<file path="config.mk">
export PLATFORM = sky130hd
export DESIGN_NAME = sst_transmit
export DESIGN_NICKNAME = d
export VERILOG_FILES = /design/src/design/sst_edge_sync.v /design/src/design/sst_transmit.v
export VERILOG_INCLUDE_DIRS = /design/src /design/src/design
export SDC_FILE = /design/constraint.sdc
export NUM_CORES = 1
export LEC_CHECK = 0
export BUFFER_PORTS_ARGS = -buffer_cell sky130_fd_sc_hd__buf_2
export CORE_ASPECT_RATIO = 0.8
export CORE_MARGIN = 10
export CORE_UTILIZATION = 50
export CTS_CLUSTER_DIAMETER = 30
export DETAILED_ROUTE_END_ITERATION = 7
export PLACE_DENSITY = 0.67
export SYNTH_ARGS = -nofsm -noshare
export SYNTH_HDL_FRONTEND = slang
export SYNTH_HIERARCHICAL = 1
export SYNTH_SLANG_ARGS = --single-unit
</file>
<file path="constraint.sdc">
create_clock -name mclk -period 3 [get_ports mclk]
set_input_delay 0 -clock mclk [delete_from_list [all_inputs] [get_ports mclk]]
set_output_delay 0 -clock mclk [all_outputs]
set_load 0.1 [all_outputs]
</file>
<file path="src/design/sst_map.vh">
// register offsets, field positions and constants of the synchronous transmit block
// assumes a plain address/strobe register port with 4-bit addresses
`ifndef SST_MAP_VH
`define SST_MAP_VH

`define SST_ADDR_W         4
`define SST_OFS_TXCTL      4'h0
`define SST_OFS_RXCTL      4'h1
`define SST_OFS_HOLD       4'h2
`define SST_OFS_STATUS     4'h3
`define SST_OFS_MASK       4'h4
`define SST_OFS_BAUDL      4'h5
`define SST_OFS_BAUDH      4'h6
`define SST_OFS_SYSCTL     4'h7

// transmit status/control fields
`define SST_TX_NINTH       0
`define SST_TX_BUFEMPTY    1
`define SST_TX_SHIFTEMPTY  2
`define SST_TX_HIGHSPEED   3
`define SST_TX_SYNC        4
`define SST_TX_EN          5
`define SST_TX_NINE        6
`define SST_TX_CLKMASTER   7

// receive status/control fields
`define SST_RX_CONT        4
`define SST_RX_SINGLE      5
`define SST_RX_PORTEN      7

// system control fields
`define SST_SYS_GIE        0
`define SST_SYS_PEIE       1
`define SST_SYS_SLEEP      2
`define SST_SYS_WIDEBAUD   3

// sticky status / mask fields
`define SST_EV_BUFEMPTY    0
`define SST_EV_DONE        1
`define SST_EV_W           2

`define SST_TXCTL_RESET    8'h02
`define SST_ZERO8          8'h00
`define SST_ZERO16         16'h0000
`define SST_ONE16          16'h0001
`define SST_CNT_W          4
`define SST_CNT_ZERO       4'h0
`define SST_CNT_ONE        4'h1
`define SST_BITS8          4'h8
`define SST_BITS9          4'h9
`define SST_HALF_PRE_LO    16'h0001
`define SST_SYNC_W         3

`endif

</file>
<file path="src/design/sst_edge_sync.v">
// three-stage synchroniser for an outside level, with change accepted when stages two and three agree
// assumes the input is asynchronous to mclk; rise and fall are one-cycle pulses
`timescale 1ns/1ns
`default_nettype none
`include "sst_map.vh"

module sst_edge_sync (
  // clock and reset
  input  wire mclk,
  input  wire reset,
  // level in and out
  input  wire din,
  output reg  level_reg,
  output reg  rise_reg,
  output reg  fall_reg
);

  reg [`SST_SYNC_W-1:0] stage_reg;

  always @(posedge mclk) begin
    if (reset) begin
      // the clock pin idles high, so start there and no false edge follows reset
      stage_reg <= {`SST_SYNC_W{1'b1}};
      level_reg <= 1'b1;
      rise_reg  <= 1'b0;
      fall_reg  <= 1'b0;
    end else begin
      stage_reg <= {stage_reg[1:0], din};
      rise_reg  <= 1'b0;
      fall_reg  <= 1'b0;
      // stage 0 is only ever read by stage 1
      if (stage_reg[1] == stage_reg[2] && stage_reg[2] != level_reg) begin
        level_reg <= stage_reg[2];
        rise_reg  <= stage_reg[2];
        fall_reg  <= ~stage_reg[2];
      end
    end
  end

endmodule

`default_nettype wire

</file>
<file path="src/design/sst_transmit.v">
// synchronous transmit path of the enhanced serial port: registers, master/slave shifter, interrupt
// assumes a single-cycle register port; the slave clock pin is asynchronous and sampled by mclk
`timescale 1ns/1ns
`default_nettype none
`include "sst_map.vh"

module sst_transmit (
  // clock and reset
  input  wire                   mclk,
  input  wire                   reset,
  // register port
  input  wire [`SST_ADDR_W-1:0] reg_addr,
  input  wire [7:0]             reg_wdata,
  input  wire                   reg_wr,
  input  wire                   reg_rd,
  output reg  [7:0]             reg_rdata,
  // serial data pin
  input  wire                   serial_data_pin_in,
  output reg                    serial_data_pin_out,
  output reg                    serial_data_pin_oe,
  // serial clock pin
  input  wire                   serial_clock_pin_in,
  output reg                    serial_clock_pin_out,
  output reg                    serial_clock_pin_oe,
  // interrupt and power
  output reg                    irq,
  output reg                    wake,
  output reg                    vector_req
);

  localparam ST_IDLE  = 2'h0;
  localparam ST_LOAD  = 2'h1;
  localparam ST_SHIFT = 2'h2;
  localparam ST_TAIL  = 2'h3;

  reg [7:0]  transmit_status_control_reg;
  reg [7:0]  receive_status_control_reg;
  reg [7:0]  transmit_holding_register_reg;
  reg        hold_ninth_reg;
  reg        hold_full_reg;
  reg [7:0]  baud_divisor_low_reg;
  reg [7:0]  baud_divisor_high_reg;
  reg [7:0]  sysctl_reg;
  reg [`SST_EV_W-1:0] event_reg;
  reg [`SST_EV_W-1:0] mask_reg;
  reg [8:0]  transmit_shift_register_reg;
  reg [`SST_CNT_W-1:0] bits_left_reg;
  reg [1:0]  state_reg;
  reg [15:0] baud_cnt_reg;
  reg        clk_level_reg;

  wire       slave_clk_rise;
  wire       slave_clk_fall;

  sst_edge_sync u_clk_sync (
    .mclk      (mclk),
    .reset     (reset),
    .din       (serial_clock_pin_in),
    .level_reg (),
    .rise_reg  (slave_clk_rise),
    .fall_reg  (slave_clk_fall)
  );

  function is_addr;
    input [`SST_ADDR_W-1:0] a;
    input [`SST_ADDR_W-1:0] ofs;
    begin
      is_addr = (a == ofs);
    end
  endfunction

  // shift edges per character: eight, or nine with the ninth bit last
  function [`SST_CNT_W-1:0] char_bits;
    input nine;
    begin
      char_bits = nine ? `SST_BITS9 : `SST_BITS8;
    end
  endfunction

  wire sync_mode     = transmit_status_control_reg[`SST_TX_SYNC];
  wire clk_master    = transmit_status_control_reg[`SST_TX_CLKMASTER];
  wire rx_selected   = receive_status_control_reg[`SST_RX_SINGLE] |
                       receive_status_control_reg[`SST_RX_CONT];
  wire port_on       = receive_status_control_reg[`SST_RX_PORTEN];
  // port enabled, clocked mode and both receive enables clear: transmit configuration
  wire tx_cfg        = port_on & sync_mode & ~rx_selected;
  wire tx_on         = tx_cfg & transmit_status_control_reg[`SST_TX_EN];
  wire sleeping      = sysctl_reg[`SST_SYS_SLEEP];
  wire wide_baud     = sysctl_reg[`SST_SYS_WIDEBAUD];
  wire nine_bits     = transmit_status_control_reg[`SST_TX_NINE];

  // master divisor: wide generator uses both bytes, otherwise the low byte only
  wire [15:0] divisor = wide_baud ? {baud_divisor_high_reg, baud_divisor_low_reg}
                                  : {`SST_ZERO8, baud_divisor_low_reg};
  wire master_tick   = (baud_cnt_reg == `SST_ZERO16);
  // the master's own shift edge mirrors the falling edge seen on the pin in slave mode
  wire shift_edge    = clk_master ? (master_tick & clk_level_reg) : slave_clk_fall;
  wire hold_write    = reg_wr & is_addr(reg_addr, `SST_OFS_HOLD);
  wire status_read   = reg_rd & is_addr(reg_addr, `SST_OFS_STATUS);
  // per-register write strobes
  wire wr_txctl      = reg_wr & is_addr(reg_addr, `SST_OFS_TXCTL);
  wire wr_rxctl      = reg_wr & is_addr(reg_addr, `SST_OFS_RXCTL);
  wire wr_baudl      = reg_wr & is_addr(reg_addr, `SST_OFS_BAUDL);
  wire wr_baudh      = reg_wr & is_addr(reg_addr, `SST_OFS_BAUDH);
  wire wr_mask       = reg_wr & is_addr(reg_addr, `SST_OFS_MASK);
  wire wr_sysctl     = reg_wr & is_addr(reg_addr, `SST_OFS_SYSCTL);
  wire shift_idle    = (state_reg == ST_IDLE);
  wire load_now      = tx_on & hold_full_reg & shift_idle;
  wire last_bit      = (state_reg == ST_SHIFT) & shift_edge & (bits_left_reg == `SST_CNT_ONE);
  // a character ends only when its last clock period is over, so no low phase is cut short
  wire tail_done     = clk_master ? (master_tick & ~clk_level_reg) : slave_clk_rise;

  // buffer-empty event: the moment a word leaves the holding register
  wire ev_bufempty   = load_now;
  wire ev_done       = last_bit;
  wire [`SST_EV_W-1:0] ev_set;
  assign ev_set[`SST_EV_BUFEMPTY] = ev_bufempty;
  assign ev_set[`SST_EV_DONE]     = ev_done;

  // registers written by software
  always @(posedge mclk) begin
    if (reset) begin
      transmit_status_control_reg <= `SST_TXCTL_RESET;
      receive_status_control_reg  <= `SST_ZERO8;
      baud_divisor_low_reg        <= `SST_ZERO8;
      baud_divisor_high_reg       <= `SST_ZERO8;
      sysctl_reg                  <= `SST_ZERO8;
      mask_reg                    <= {`SST_EV_W{1'b0}};
    end else begin
      if (wr_txctl) begin
        // the two empty flags are hardware state and ignore writes
        transmit_status_control_reg[7:3] <= reg_wdata[7:3];
        transmit_status_control_reg[`SST_TX_NINTH] <= reg_wdata[`SST_TX_NINTH];
      end
      transmit_status_control_reg[`SST_TX_BUFEMPTY]   <= ~hold_full_reg | load_now;
      transmit_status_control_reg[`SST_TX_SHIFTEMPTY] <= shift_idle & ~load_now;
      if (wr_rxctl) begin
        receive_status_control_reg <= reg_wdata;
      end
      if (wr_baudl) begin
        baud_divisor_low_reg <= reg_wdata;
      end
      if (wr_baudh) begin
        baud_divisor_high_reg <= reg_wdata;
      end
      if (wr_mask) begin
        mask_reg <= reg_wdata[`SST_EV_W-1:0];
      end
      // a software write wins over the hardware clear of the sleep bit
      if (wr_sysctl) begin
        sysctl_reg <= reg_wdata;
      end else if (sleeping && irq && sysctl_reg[`SST_SYS_PEIE]) begin
        sysctl_reg[`SST_SYS_SLEEP] <= 1'b0;
      end
    end
  end

  // holding register: one word waits while the shifter is busy, also in sleep
  // a write while a word already waits replaces it; software polls the empty flag first
  always @(posedge mclk) begin
    if (reset) begin
      transmit_holding_register_reg <= `SST_ZERO8;
      hold_ninth_reg                <= 1'b0;
      hold_full_reg                 <= 1'b0;
    end else begin
      if (hold_write) begin
        transmit_holding_register_reg <= reg_wdata;
        hold_ninth_reg                <= transmit_status_control_reg[`SST_TX_NINTH];
        hold_full_reg                 <= 1'b1;
      end else if (load_now) begin
        hold_full_reg <= 1'b0;
      end
    end
  end

  // shifter, LSB first, eight or nine bits
  always @(posedge mclk) begin
    if (reset) begin
      state_reg                   <= ST_IDLE;
      transmit_shift_register_reg <= 9'h000;
      bits_left_reg               <= `SST_CNT_ZERO;
    end else if (!tx_on) begin
      state_reg     <= ST_IDLE;
      bits_left_reg <= `SST_CNT_ZERO;
    end else begin
      case (state_reg)
        ST_IDLE: begin
          if (load_now) begin
            transmit_shift_register_reg <= {hold_ninth_reg, transmit_holding_register_reg};
            bits_left_reg <= char_bits(nine_bits);
            state_reg     <= ST_LOAD;
          end
        end
        ST_LOAD: begin
          state_reg <= ST_SHIFT;
        end
        ST_SHIFT: begin
          if (shift_edge) begin
            transmit_shift_register_reg <= {1'b0, transmit_shift_register_reg[8:1]};
            bits_left_reg <= bits_left_reg - `SST_CNT_ONE;
            if (bits_left_reg == `SST_CNT_ONE)
              state_reg <= ST_TAIL;
          end
        end
        // the next word waits here until the clock has returned high
        ST_TAIL: begin
          if (tail_done)
            state_reg <= ST_IDLE;
        end
        default: begin
          state_reg <= ST_IDLE;
        end
      endcase
    end
  end

  // master clock generator; idles high, runs only in the shift and tail states
  always @(posedge mclk) begin
    if (reset) begin
      baud_cnt_reg  <= `SST_ZERO16;
      clk_level_reg <= 1'b1;
    end else if (!(tx_on && clk_master && (state_reg == ST_SHIFT || state_reg == ST_TAIL))) begin
      baud_cnt_reg  <= divisor;
      clk_level_reg <= 1'b1;
    end else if (master_tick) begin
      baud_cnt_reg  <= divisor;
      clk_level_reg <= ~clk_level_reg;
    end else begin
      baud_cnt_reg  <= baud_cnt_reg - `SST_ONE16;
    end
  end

  // pins
  always @(posedge mclk) begin
    if (reset) begin
      serial_data_pin_out  <= 1'b0;
      serial_data_pin_oe   <= 1'b0;
      serial_clock_pin_out <= 1'b1;
      serial_clock_pin_oe  <= 1'b0;
    end else begin
      serial_data_pin_oe   <= tx_cfg;
      serial_data_pin_out  <= transmit_shift_register_reg[0];
      serial_clock_pin_oe  <= port_on & sync_mode & clk_master;
      serial_clock_pin_out <= clk_level_reg;
    end
  end

  // sticky events, cleared by a status read; a new event wins over the clear
  // wake and the hardware sleep clear fall on one edge, so wake is a single-cycle pulse unless a software write sets sleep on that edge
  always @(posedge mclk) begin
    if (reset) begin
      event_reg  <= {`SST_EV_W{1'b0}};
      irq        <= 1'b0;
      wake       <= 1'b0;
      vector_req <= 1'b0;
    end else begin
      event_reg  <= (status_read ? {`SST_EV_W{1'b0}} : event_reg) | ev_set;
      irq        <= |(event_reg & mask_reg);
      wake       <= sleeping & irq & sysctl_reg[`SST_SYS_PEIE];
      vector_req <= irq & sysctl_reg[`SST_SYS_PEIE] & sysctl_reg[`SST_SYS_GIE];
    end
  end

  // read data one cycle after the strobe; unmapped reads return zero
  always @(posedge mclk) begin
    if (reset) begin
      reg_rdata <= `SST_ZERO8;
    end else if (reg_rd) begin
      case (reg_addr)
        `SST_OFS_TXCTL:  reg_rdata <= transmit_status_control_reg;
        `SST_OFS_RXCTL:  reg_rdata <= receive_status_control_reg;
        `SST_OFS_HOLD:   reg_rdata <= transmit_holding_register_reg;
        `SST_OFS_STATUS: reg_rdata <= {6'h00, event_reg};
        `SST_OFS_MASK:   reg_rdata <= {6'h00, mask_reg};
        `SST_OFS_BAUDL:  reg_rdata <= baud_divisor_low_reg;
        `SST_OFS_BAUDH:  reg_rdata <= baud_divisor_high_reg;
        `SST_OFS_SYSCTL: reg_rdata <= sysctl_reg;
        default:         reg_rdata <= `SST_ZERO8;
      endcase
    end else begin
      reg_rdata <= `SST_ZERO8;
    end
  end

endmodule

`default_nettype wire

</file>
==> impl_results.md, run 1 <==
* Startpoint Class: flop
* Critical-path cell list: inv_1 > ha_1 > nor4b_2 > a41o_1 > nor2b_1 > nor2_1 > a211oi_1
* R2r endpoint: transmit_shift_register_reg[0]$_SDFFE_PP0P_
* Final slew viol count at 0
* Total negative slack at 0 ns
* WL per Instance at 18.0 µm
* Post-Syn Area at 0.00491 mm²
* Min-Delay Startpoint: reg_wdata[6]
* Clock Path Buffers at 2
* ANT nets after route at 0
* CP Class: reg2reg
* Fraction of registers with async set/reset at 0
* Buffers & Inverters on Critical Path at 1
* CP endpoint kind: flop
* Share of cells above drive strength 1 at 0.141
* Crit share post-route at 0.837
* Fin. Hold Viols at 0
* Clk pin slew, worst setup/hold paths at 0.07 ns
* PwrDens at 505 mW/mm²
* Hold endpoint: baud_divisor_high_reg[6]$_SDFFE_PP0P_
* Crit Path Max Fanout at 17
* CTS tree: yes
* Comb power frac at 0.054
* Critical Path Stages at 7
* Synth-to-Final Area Change at 10.9%
* Total GRT Usage at 0.182
* Diode count at 0
* Detailed Routing Iterations Pass 1 at 8
* Worst-case clock skew at 0.00369 ns
* Gpl congestion at 0.878
* Final WS setup at 0.488 ns
* Final critical-path required period at 2.51 ns
* DP Worst Slack at 0.507 ns
* Slowest CP cell: nor2b_1
* Layout Cells excl Fill at 695
* Drt initial violations at 460
* F_max at 398 MHz
* Fill cell count at 911
* Initial Util at 0.511
* Row count at 32
* Pin slew with the least headroom to its limit at 1.19 ns
* Failing checks: DRC
* #FFs+latches synth at 107
* H-tree depth at 3
* Die H at 109 µm
* Half-perimeter wire length after placement at 8890 µm
* Largest register FFs at 16
* Clk_lat worst skew at 0.35 ns
* Pwr Total at 2.75 mW
* Sink Count at 107
* CTS Buf Count at 9
* Worst R2R Start: baud_cnt_reg[0]$_SDFF_PP0_
* Leak Pwr at 1.89 nW
* Commonest non-fill, non-tap cell in the layout: dfxtp_1
* GRT Residual Overflow at 0
* Register area share after synthesis at 0.436
* Hold Crit Depth at 3
* Vias in the first global route at 3804
* DRC viols at 2
* Number of flops mapped to enable cells by yosys at 0
* Unrepaired setup endpoints after global routing: false
* FF-to-FF path depth at 7
* Die W at 131 µm
* Syn Nets at 575
* Most frequent cells in the layout: 107 x dfxtp_1, 68 x nand2_1, 59 x a21oi_1
* Worst Path Arrival at 2.77 ns
* Initial antenna violation count at 0
* Placed cell areas at 0.00508 mm²
* Maximum vdd drop at 342 µV
* Final #Nets at 598
* Die area at 0.0142 mm²
* Sw power at 626 µW
* Core area at 0.00961 mm²
* Worst EP required at 3.26 ns
* Main synth FF type: dfxtp_1
* Vias/cell at 5.90
* Via Count at 4100
* Global-route wire length before repair at 20300 µm
* Library cells used by synthesis at 71
* Gate Count Post-Synth at 549
* Clock Power Share at 0.421
* Ports at 33
* Reg power frac at 0.525
* P_int at 2.12 mW
* Number of I/O port buffers at 31
* Clock root cell: clkbuf_16
* Drt total wl at 12500 µm
* Slew Limit Headroom at 0.203
* Status: complete, but fails checks
* Min-delay worst type: in2reg
* Largest net degree at the start of global routing at 40
* CP top delay family: simple AND/OR/NAND/NOR gates
* Placed cells at 672
* Crit-path max cell delay at 0.95 ns
* Design area at 0.00544 mm²
* Synth warnings at 6
* Worst R2R Setup Slack at 0.49 ns
* Syn avg cell area at 8.94 µm²
* Sw Share at 0.228
* Final Setup Violations at 0
* Max_cap viols at 0
==> worst max path at each step <==
stage                                                             end                  startpoint
after floorplan                         bits_left_reg[3]$_SDFFE_PP0P_   state_reg[0]$_SDFFE_PP0P_
after global placement    transmit_shift_register_reg[6]$_SDFFE_PP0P_  baud_cnt_reg[0]$_SDFF_PP0_
after detailed placement  transmit_shift_register_reg[3]$_SDFFE_PP0P_  baud_cnt_reg[0]$_SDFF_PP0_
after CTS                 transmit_shift_register_reg[3]$_SDFFE_PP0P_  baud_cnt_reg[0]$_SDFF_PP0_
after global routing      transmit_shift_register_reg[7]$_SDFFE_PP0P_  baud_cnt_reg[0]$_SDFF_PP0_
final                     transmit_shift_register_reg[0]$_SDFFE_PP0P_  baud_cnt_reg[0]$_SDFF_PP0_
==> Yosys cell counts (3+ instances only) <==
| cell type | n | area, µm² |
|---|---|---|
| ha_1 | 8 | 100 |
| a22oi_1 | 3 | 22.5 |
| xor2_1 | 9 | 78.8 |
| nor3b_1 | 3 | 22.5 |
| nor2_1 | 40 | 150 |
| buf_6 | 4 | 45.0 |
| o21ai_0 | 6 | 30.0 |
| nor4b_2 | 4 | 60.1 |
| o211ai_1 | 3 | 22.5 |
| a211oi_1 | 13 | 97.6 |
| nand2_1 | 68 | 255 |
| inv_1 | 9 | 33.8 |
| o21a_1 | 4 | 30.0 |
| o2bb2ai_1 | 6 | 52.6 |
| or3_1 | 7 | 43.8 |
| nor3_1 | 8 | 40.0 |
| nand3b_1 | 5 | 37.5 |
| nor2b_1 | 4 | 25.0 |
| nand3_1 | 45 | 225 |
| mux2i_1 | 21 | 210 |
| nand4_1 | 9 | 56.3 |
| buf_2 | 6 | 30.0 |
| buf_1 | 4 | 15.0 |
| a31oi_1 | 3 | 18.8 |
| a222oi_1 | 4 | 40.0 |
| clkbuf_1 | 18 | 67.6 |
| nand2b_1 | 5 | 31.3 |
| xnor2_1 | 5 | 43.8 |
| a221oi_1 | 4 | 35.0 |
| or2_2 | 3 | 18.8 |
| a21oi_1 | 59 | 295 |
| a211oi_2 | 3 | 37.5 |
| dfxtp_1 | 107 | 2140 |
==> worst register-to-register path: cells and delay by family (launching register included) <==
kind | cells | cell delay, ns
buf+inv | 1 | 0.09
fa+ha+maj | 1 | 0.16
compound gates | 2 | 0.54
simple gates | 3 | 1.33
flops | 1 | 0.32
==> power groups by stage <==
stage / registers [mW] / logic (mW) / clock network (mW)
after detailed placement: 1.48 / 0.138 / 0
after global routing: 1.44 / 0.162 / 1.24
final: 1.44 / 0.148 / 1.16
after CTS: 1.44 / 0.147 / 1.18
after global placement: 1.48 / 0.136 / 0
after floorplan: 1.47 / 0.0933 / 0
==> metrics by stage <==
stage | utilization | hold WS, ns
6_report | 0.566 | 0.0269
4_1_cts | 0.566 | 0.0139
3_5_place_dp | 0.528 | 0.186
5_1_grt | 0.566 | 0.0406
2_1_floorplan | - | 0.0768
3_3_place_gp | 0.528 | 0.181
==> repair_timing <==
item | CTS | global route
hold endpoints to repair | 30 | 0
resized for setup | 0 | 0
setup endpoints to repair | 0 | 0
hold buffers | 8 | 0
buffers inserted | 0 | 0
==> routing by layer <==
metal  global-route usage  wire length (µm)  vias up
li1                     -                 -     2017
met1                0.253              5710     1934
met2                0.274              5700      134
met3               0.0417               926       15
met4               0.0586               208        0
met5                    0                 0        -
==> logic make-up (layout without fill, tap and decap cells) <==
kind of cell	after synthesis	after routing	share of synthesized area
compound gates	122	122	0.164
xor+xnor	14	14	0.0250
mux	23	23	0.0474
flops	107	107	0.436
simple gates	230	230	0.259
fa+ha+maj	8	8	0.0204
buf+inv	45	72	0.0482
==> final cells by class <==
cell class	instances	area, µm²	share of cell area
multi-input combinational	397	2530	0.465
sequential	107	2140	0.394
timing repair buffer	48	303	0.0556
clock buffer	11	233	0.0428
tap	119	149	0.0274
clock inverter	4	52.6	0.00966
inverter	9	33.8	0.00621
No activity file was read; power rests on OpenSTA's default activity.
==> inputs of run 2 (changes only) <==
Clock period 3 ns to 2.47 ns, I/O delays scaled along.
==> run 2 against run 1 <==
Against the previous run:
- the flow now finishes without violations
- design area is 1.4% higher
- worst hold slack improved by 0.089 ns
- non-clock buffer count increased by 3
- sequential power increased by 22%
- clock power increased by 34%
- count of clock-buffer cells in the layout decreased by 1
- global-route usage grew 0.22 points
- combinational power grew 24%
- register-to-register slack got worse by 0.17 ns
- critical path depth did not move
- largest power group unchanged
- highest routed layer unchanged
==> impl_results.md, run 2 (synthesis results as in run 1) <==
* Status: finished clean (was complete, but fails checks)
* Detailed Routing Iterations Pass 1 at 7 (was 8)
* Die W at 131 µm (unchanged)
* Leak Pwr at 1.93 nW (was 1.89 nW)
* Global-route wire length before repair at 20700 µm (was 20300 µm)
* Share of cells above drive strength 1 at 0.150 (was 0.141)
* Largest net degree at the start of global routing at 45 (was 40)
* Crit Path Max Fanout at 11 (was 17)
* Worst-case clock skew at 0.00260 ns (was 0.00369 ns)
* Initial Util at 0.511 (unchanged)
* Final #Nets at 602 (was 598)
* Ports at 33 (unchanged)
* Core Util, Final at 0.574 (was 0.566)
* Critical-path cell list: inv_1 > ha_1 > nor4b_2 > and4_1 > nor3_2 > nor2_1 > a211oi_1 (was inv_1 > ha_1 > nor4b_2 > a41o_1 > nor2b_1 > nor2_1 > a211oi_1)
* Die area at 0.0142 mm² (unchanged)
* Total negative slack at 0 ns (unchanged)
* Hold Crit Depth at 4 (was 3)
* Fill cell count at 854 (was 911)
* Critical Path Stages at 7 (unchanged)
* PwrDens at 632 mW/mm² (was 505 mW/mm²)
* Half-perimeter wire length after placement at 8920 µm (was 8890 µm)
* WL per Instance at 18.0 µm (about the same)
* Seq. cell area at 0.00214 mm² (unchanged)
* Total GRT Usage at 0.184 (was 0.182)
* Synth-to-Final Area Change at 12.5% (was 10.9%)
* Most frequent cells in the layout: 107 x dfxtp_1, 68 x nand2_1, 59 x a21oi_1 (unchanged)
* Final WS setup at 0.315 ns (was 0.488 ns)
* Maximum vdd drop at 426 µV (was 342 µV)
* CP endpoint kind: flop (unchanged)
* Min-Delay Startpoint: reg_rd (was reg_wdata[6])
* Clock Path Buffers at 2 (unchanged)
* Worst EP required at 2.73 ns (was 3.26 ns)
* CP Class: reg2reg (unchanged)
* Crit-path max cell delay at 0.69 ns (was 0.95 ns)
* Core area at 0.00961 mm² (unchanged)
* Diode count at 0 (unchanged)
* Unrepaired setup endpoints after global routing: false (unchanged)
* Largest register FFs at 16 (unchanged)
* Worst R2R Start: baud_cnt_reg[0]$_SDFF_PP0_ (unchanged)
* Final critical-path required period at 2.15 ns (was 2.51 ns)
* Vias in the first global route at 3872 (was 3804)
* GRT Residual Overflow at 0 (unchanged)
* Fin. Hold Viols at 0 (unchanged)
* DP Worst Slack at 0.130 ns (was 0.507 ns)
* Max_cap viols at 0 (unchanged)
* Clk pin slew, worst setup/hold paths at 0.07 ns (about the same)
* Crit share post-route at 0.872 (was 0.837)
* Min-delay worst type: in2reg (unchanged)
* Pwr Total at 3.49 mW (was 2.75 mW)
* Final slew viol count at 0 (unchanged)
* Multi-input logic area at 0.00254 mm² (was 0.00253 mm²)
* Initial antenna violation count at 0 (unchanged)
* Commonest non-fill, non-tap cell in the layout: dfxtp_1 (unchanged)
* CP top delay family: simple AND/OR/NAND/NOR gates (unchanged)
* Startpoint Class: flop (unchanged)
* Worst Path Arrival at 2.42 ns (was 2.77 ns)
* ANT nets after route at 0 (unchanged)
* Slew Limit Headroom at 0.436 (was 0.203)
* Clk_lat worst skew at 0.35 ns (about the same)
* CTS tree: yes (unchanged)
* Buffers & Inverters on Critical Path at 1 (unchanged)
* Drt total wl at 12600 µm (was 12500 µm)
* CTS Buf Count at 9 (unchanged)
* Vias/cell at 5.92 (was 5.90)
* Slowest CP cell: nor3_2 (was nor2b_1)
* Sink Count at 107 (unchanged)
* Clock root cell: clkbuf_16 (unchanged)
* FF-to-FF path depth at 7 (unchanged)
* DRC viols at 0 (was 2)
* Via Count at 4147 (was 4100)
* F_max at 464 MHz (was 398 MHz)
* Setup Buffers After CTS at 0 (unchanged)
* Pin slew with the least headroom to its limit at 0.846 ns (was 1.19 ns)
* Launch point of the worst path: baud_cnt_reg[0]$_SDFF_PP0_ (unchanged)
* Die H at 109 µm (unchanged)
* Gpl congestion at 0.935 (was 0.878)
* Number of I/O port buffers at 31 (unchanged)
* Final Setup Violations at 0 (unchanged)
* Drt initial violations at 561 (was 460)
* H-tree depth at 3 (unchanged)
* Row count at 32 (unchanged)
run 2: cell types whose count changed in the layout (fill, tap and decap cells not counted):
| cell | delta |
|---|---|
| buf_4 | +2 |
| clkbuf_1 | -2 |
| bufinv_16 | +1 |
| clkbuf_8 | +1 |
| dlygate4sd3_1 | +1 |
| nor3_2 | +1 |
| clkinv_4 | +1 |
| clkinv_2 | +1 |
| clkinvlp_4 | -1 |
run 2: worst register-to-register path: cells and delay by family (launching register included):
| family | cells | cell delay, ns |
|---|---|---|
| buf+inv | 1 | 0.08 |
| compound gates | 1 | 0.22 |
| fa+ha+maj | 1 | 0.20 |
| flops | 1 | 0.36 |
| simple gates | 4 | 1.21 |
run 2: cell type report:
class,instances,area share
clock buffer,10,0.0433
clock inverter,6,0.0161
inverter,9,0.00612
multi-input combinational,398,0.460
sequential,107,0.388
tap,119,0.0270
timing repair buffer,51,0.0594
run 2: power by group:
part	leakage (nW)	switching, mW	internal (mW)	total [mW]
Sequential	0.864	0.0135	1.74	1.75
Clock	0.155	0.637	0.916	1.55
Combinational	0.915	0.122	0.0610	0.183
Total	1.93	0.773	2.72	3.49
run 2: per-stage QoR:
| stage | std cells | area, µm² | hold WS (ns) |
|---|---|---|---|
| 3_5_place_dp | 674 | 5090 | 0.183 |
| 2_1_floorplan | 549 | 4910 | 0.0768 |
| 6_report | 700 | 5520 | 0.116 |
| 5_1_grt | 700 | 5520 | 0.122 |
| 3_3_place_gp | 674 | 5090 | 0.180 |
| 4_1_cts | 699 | 5510 | 0.107 |
run 2: final timing paths:
kind | end | slack [ns]
worst max-delay path | baud_cnt_reg[6]$_SDFF_PP0_ | 0.32
worst min register to register | u_clk_sync/stage_reg[1]$_SDFF_PP1_ | 0.41
worst max register to register | baud_cnt_reg[6]$_SDFF_PP0_ | 0.32
worst min-delay path | event_reg[1]$_SDFF_PP0_ | 0.12
run 2: per-layer routing:
| layer | GRT usage | routed length (µm) | up-vias |
|---|---|---|---|
| met4 | 0.0539 | 182 | 0 |
| met3 | 0.0393 | 847 | 18 |
| met2 | 0.276 | 5800 | 126 |
| met1 | 0.260 | 5790 | 1967 |
| met5 | 0 | 0 | - |
| li1 | - | - | 2036 |
run 2: what timing repair did:
| action | in CTS | in global routing |
|---|---|---|
| endpoints found under the hold margin | 31 | 0 |
| setup endpoints to repair | 0 | 6 |
| hold buffers | 9 | 0 |
| gates resized for setup | 0 | 0 |
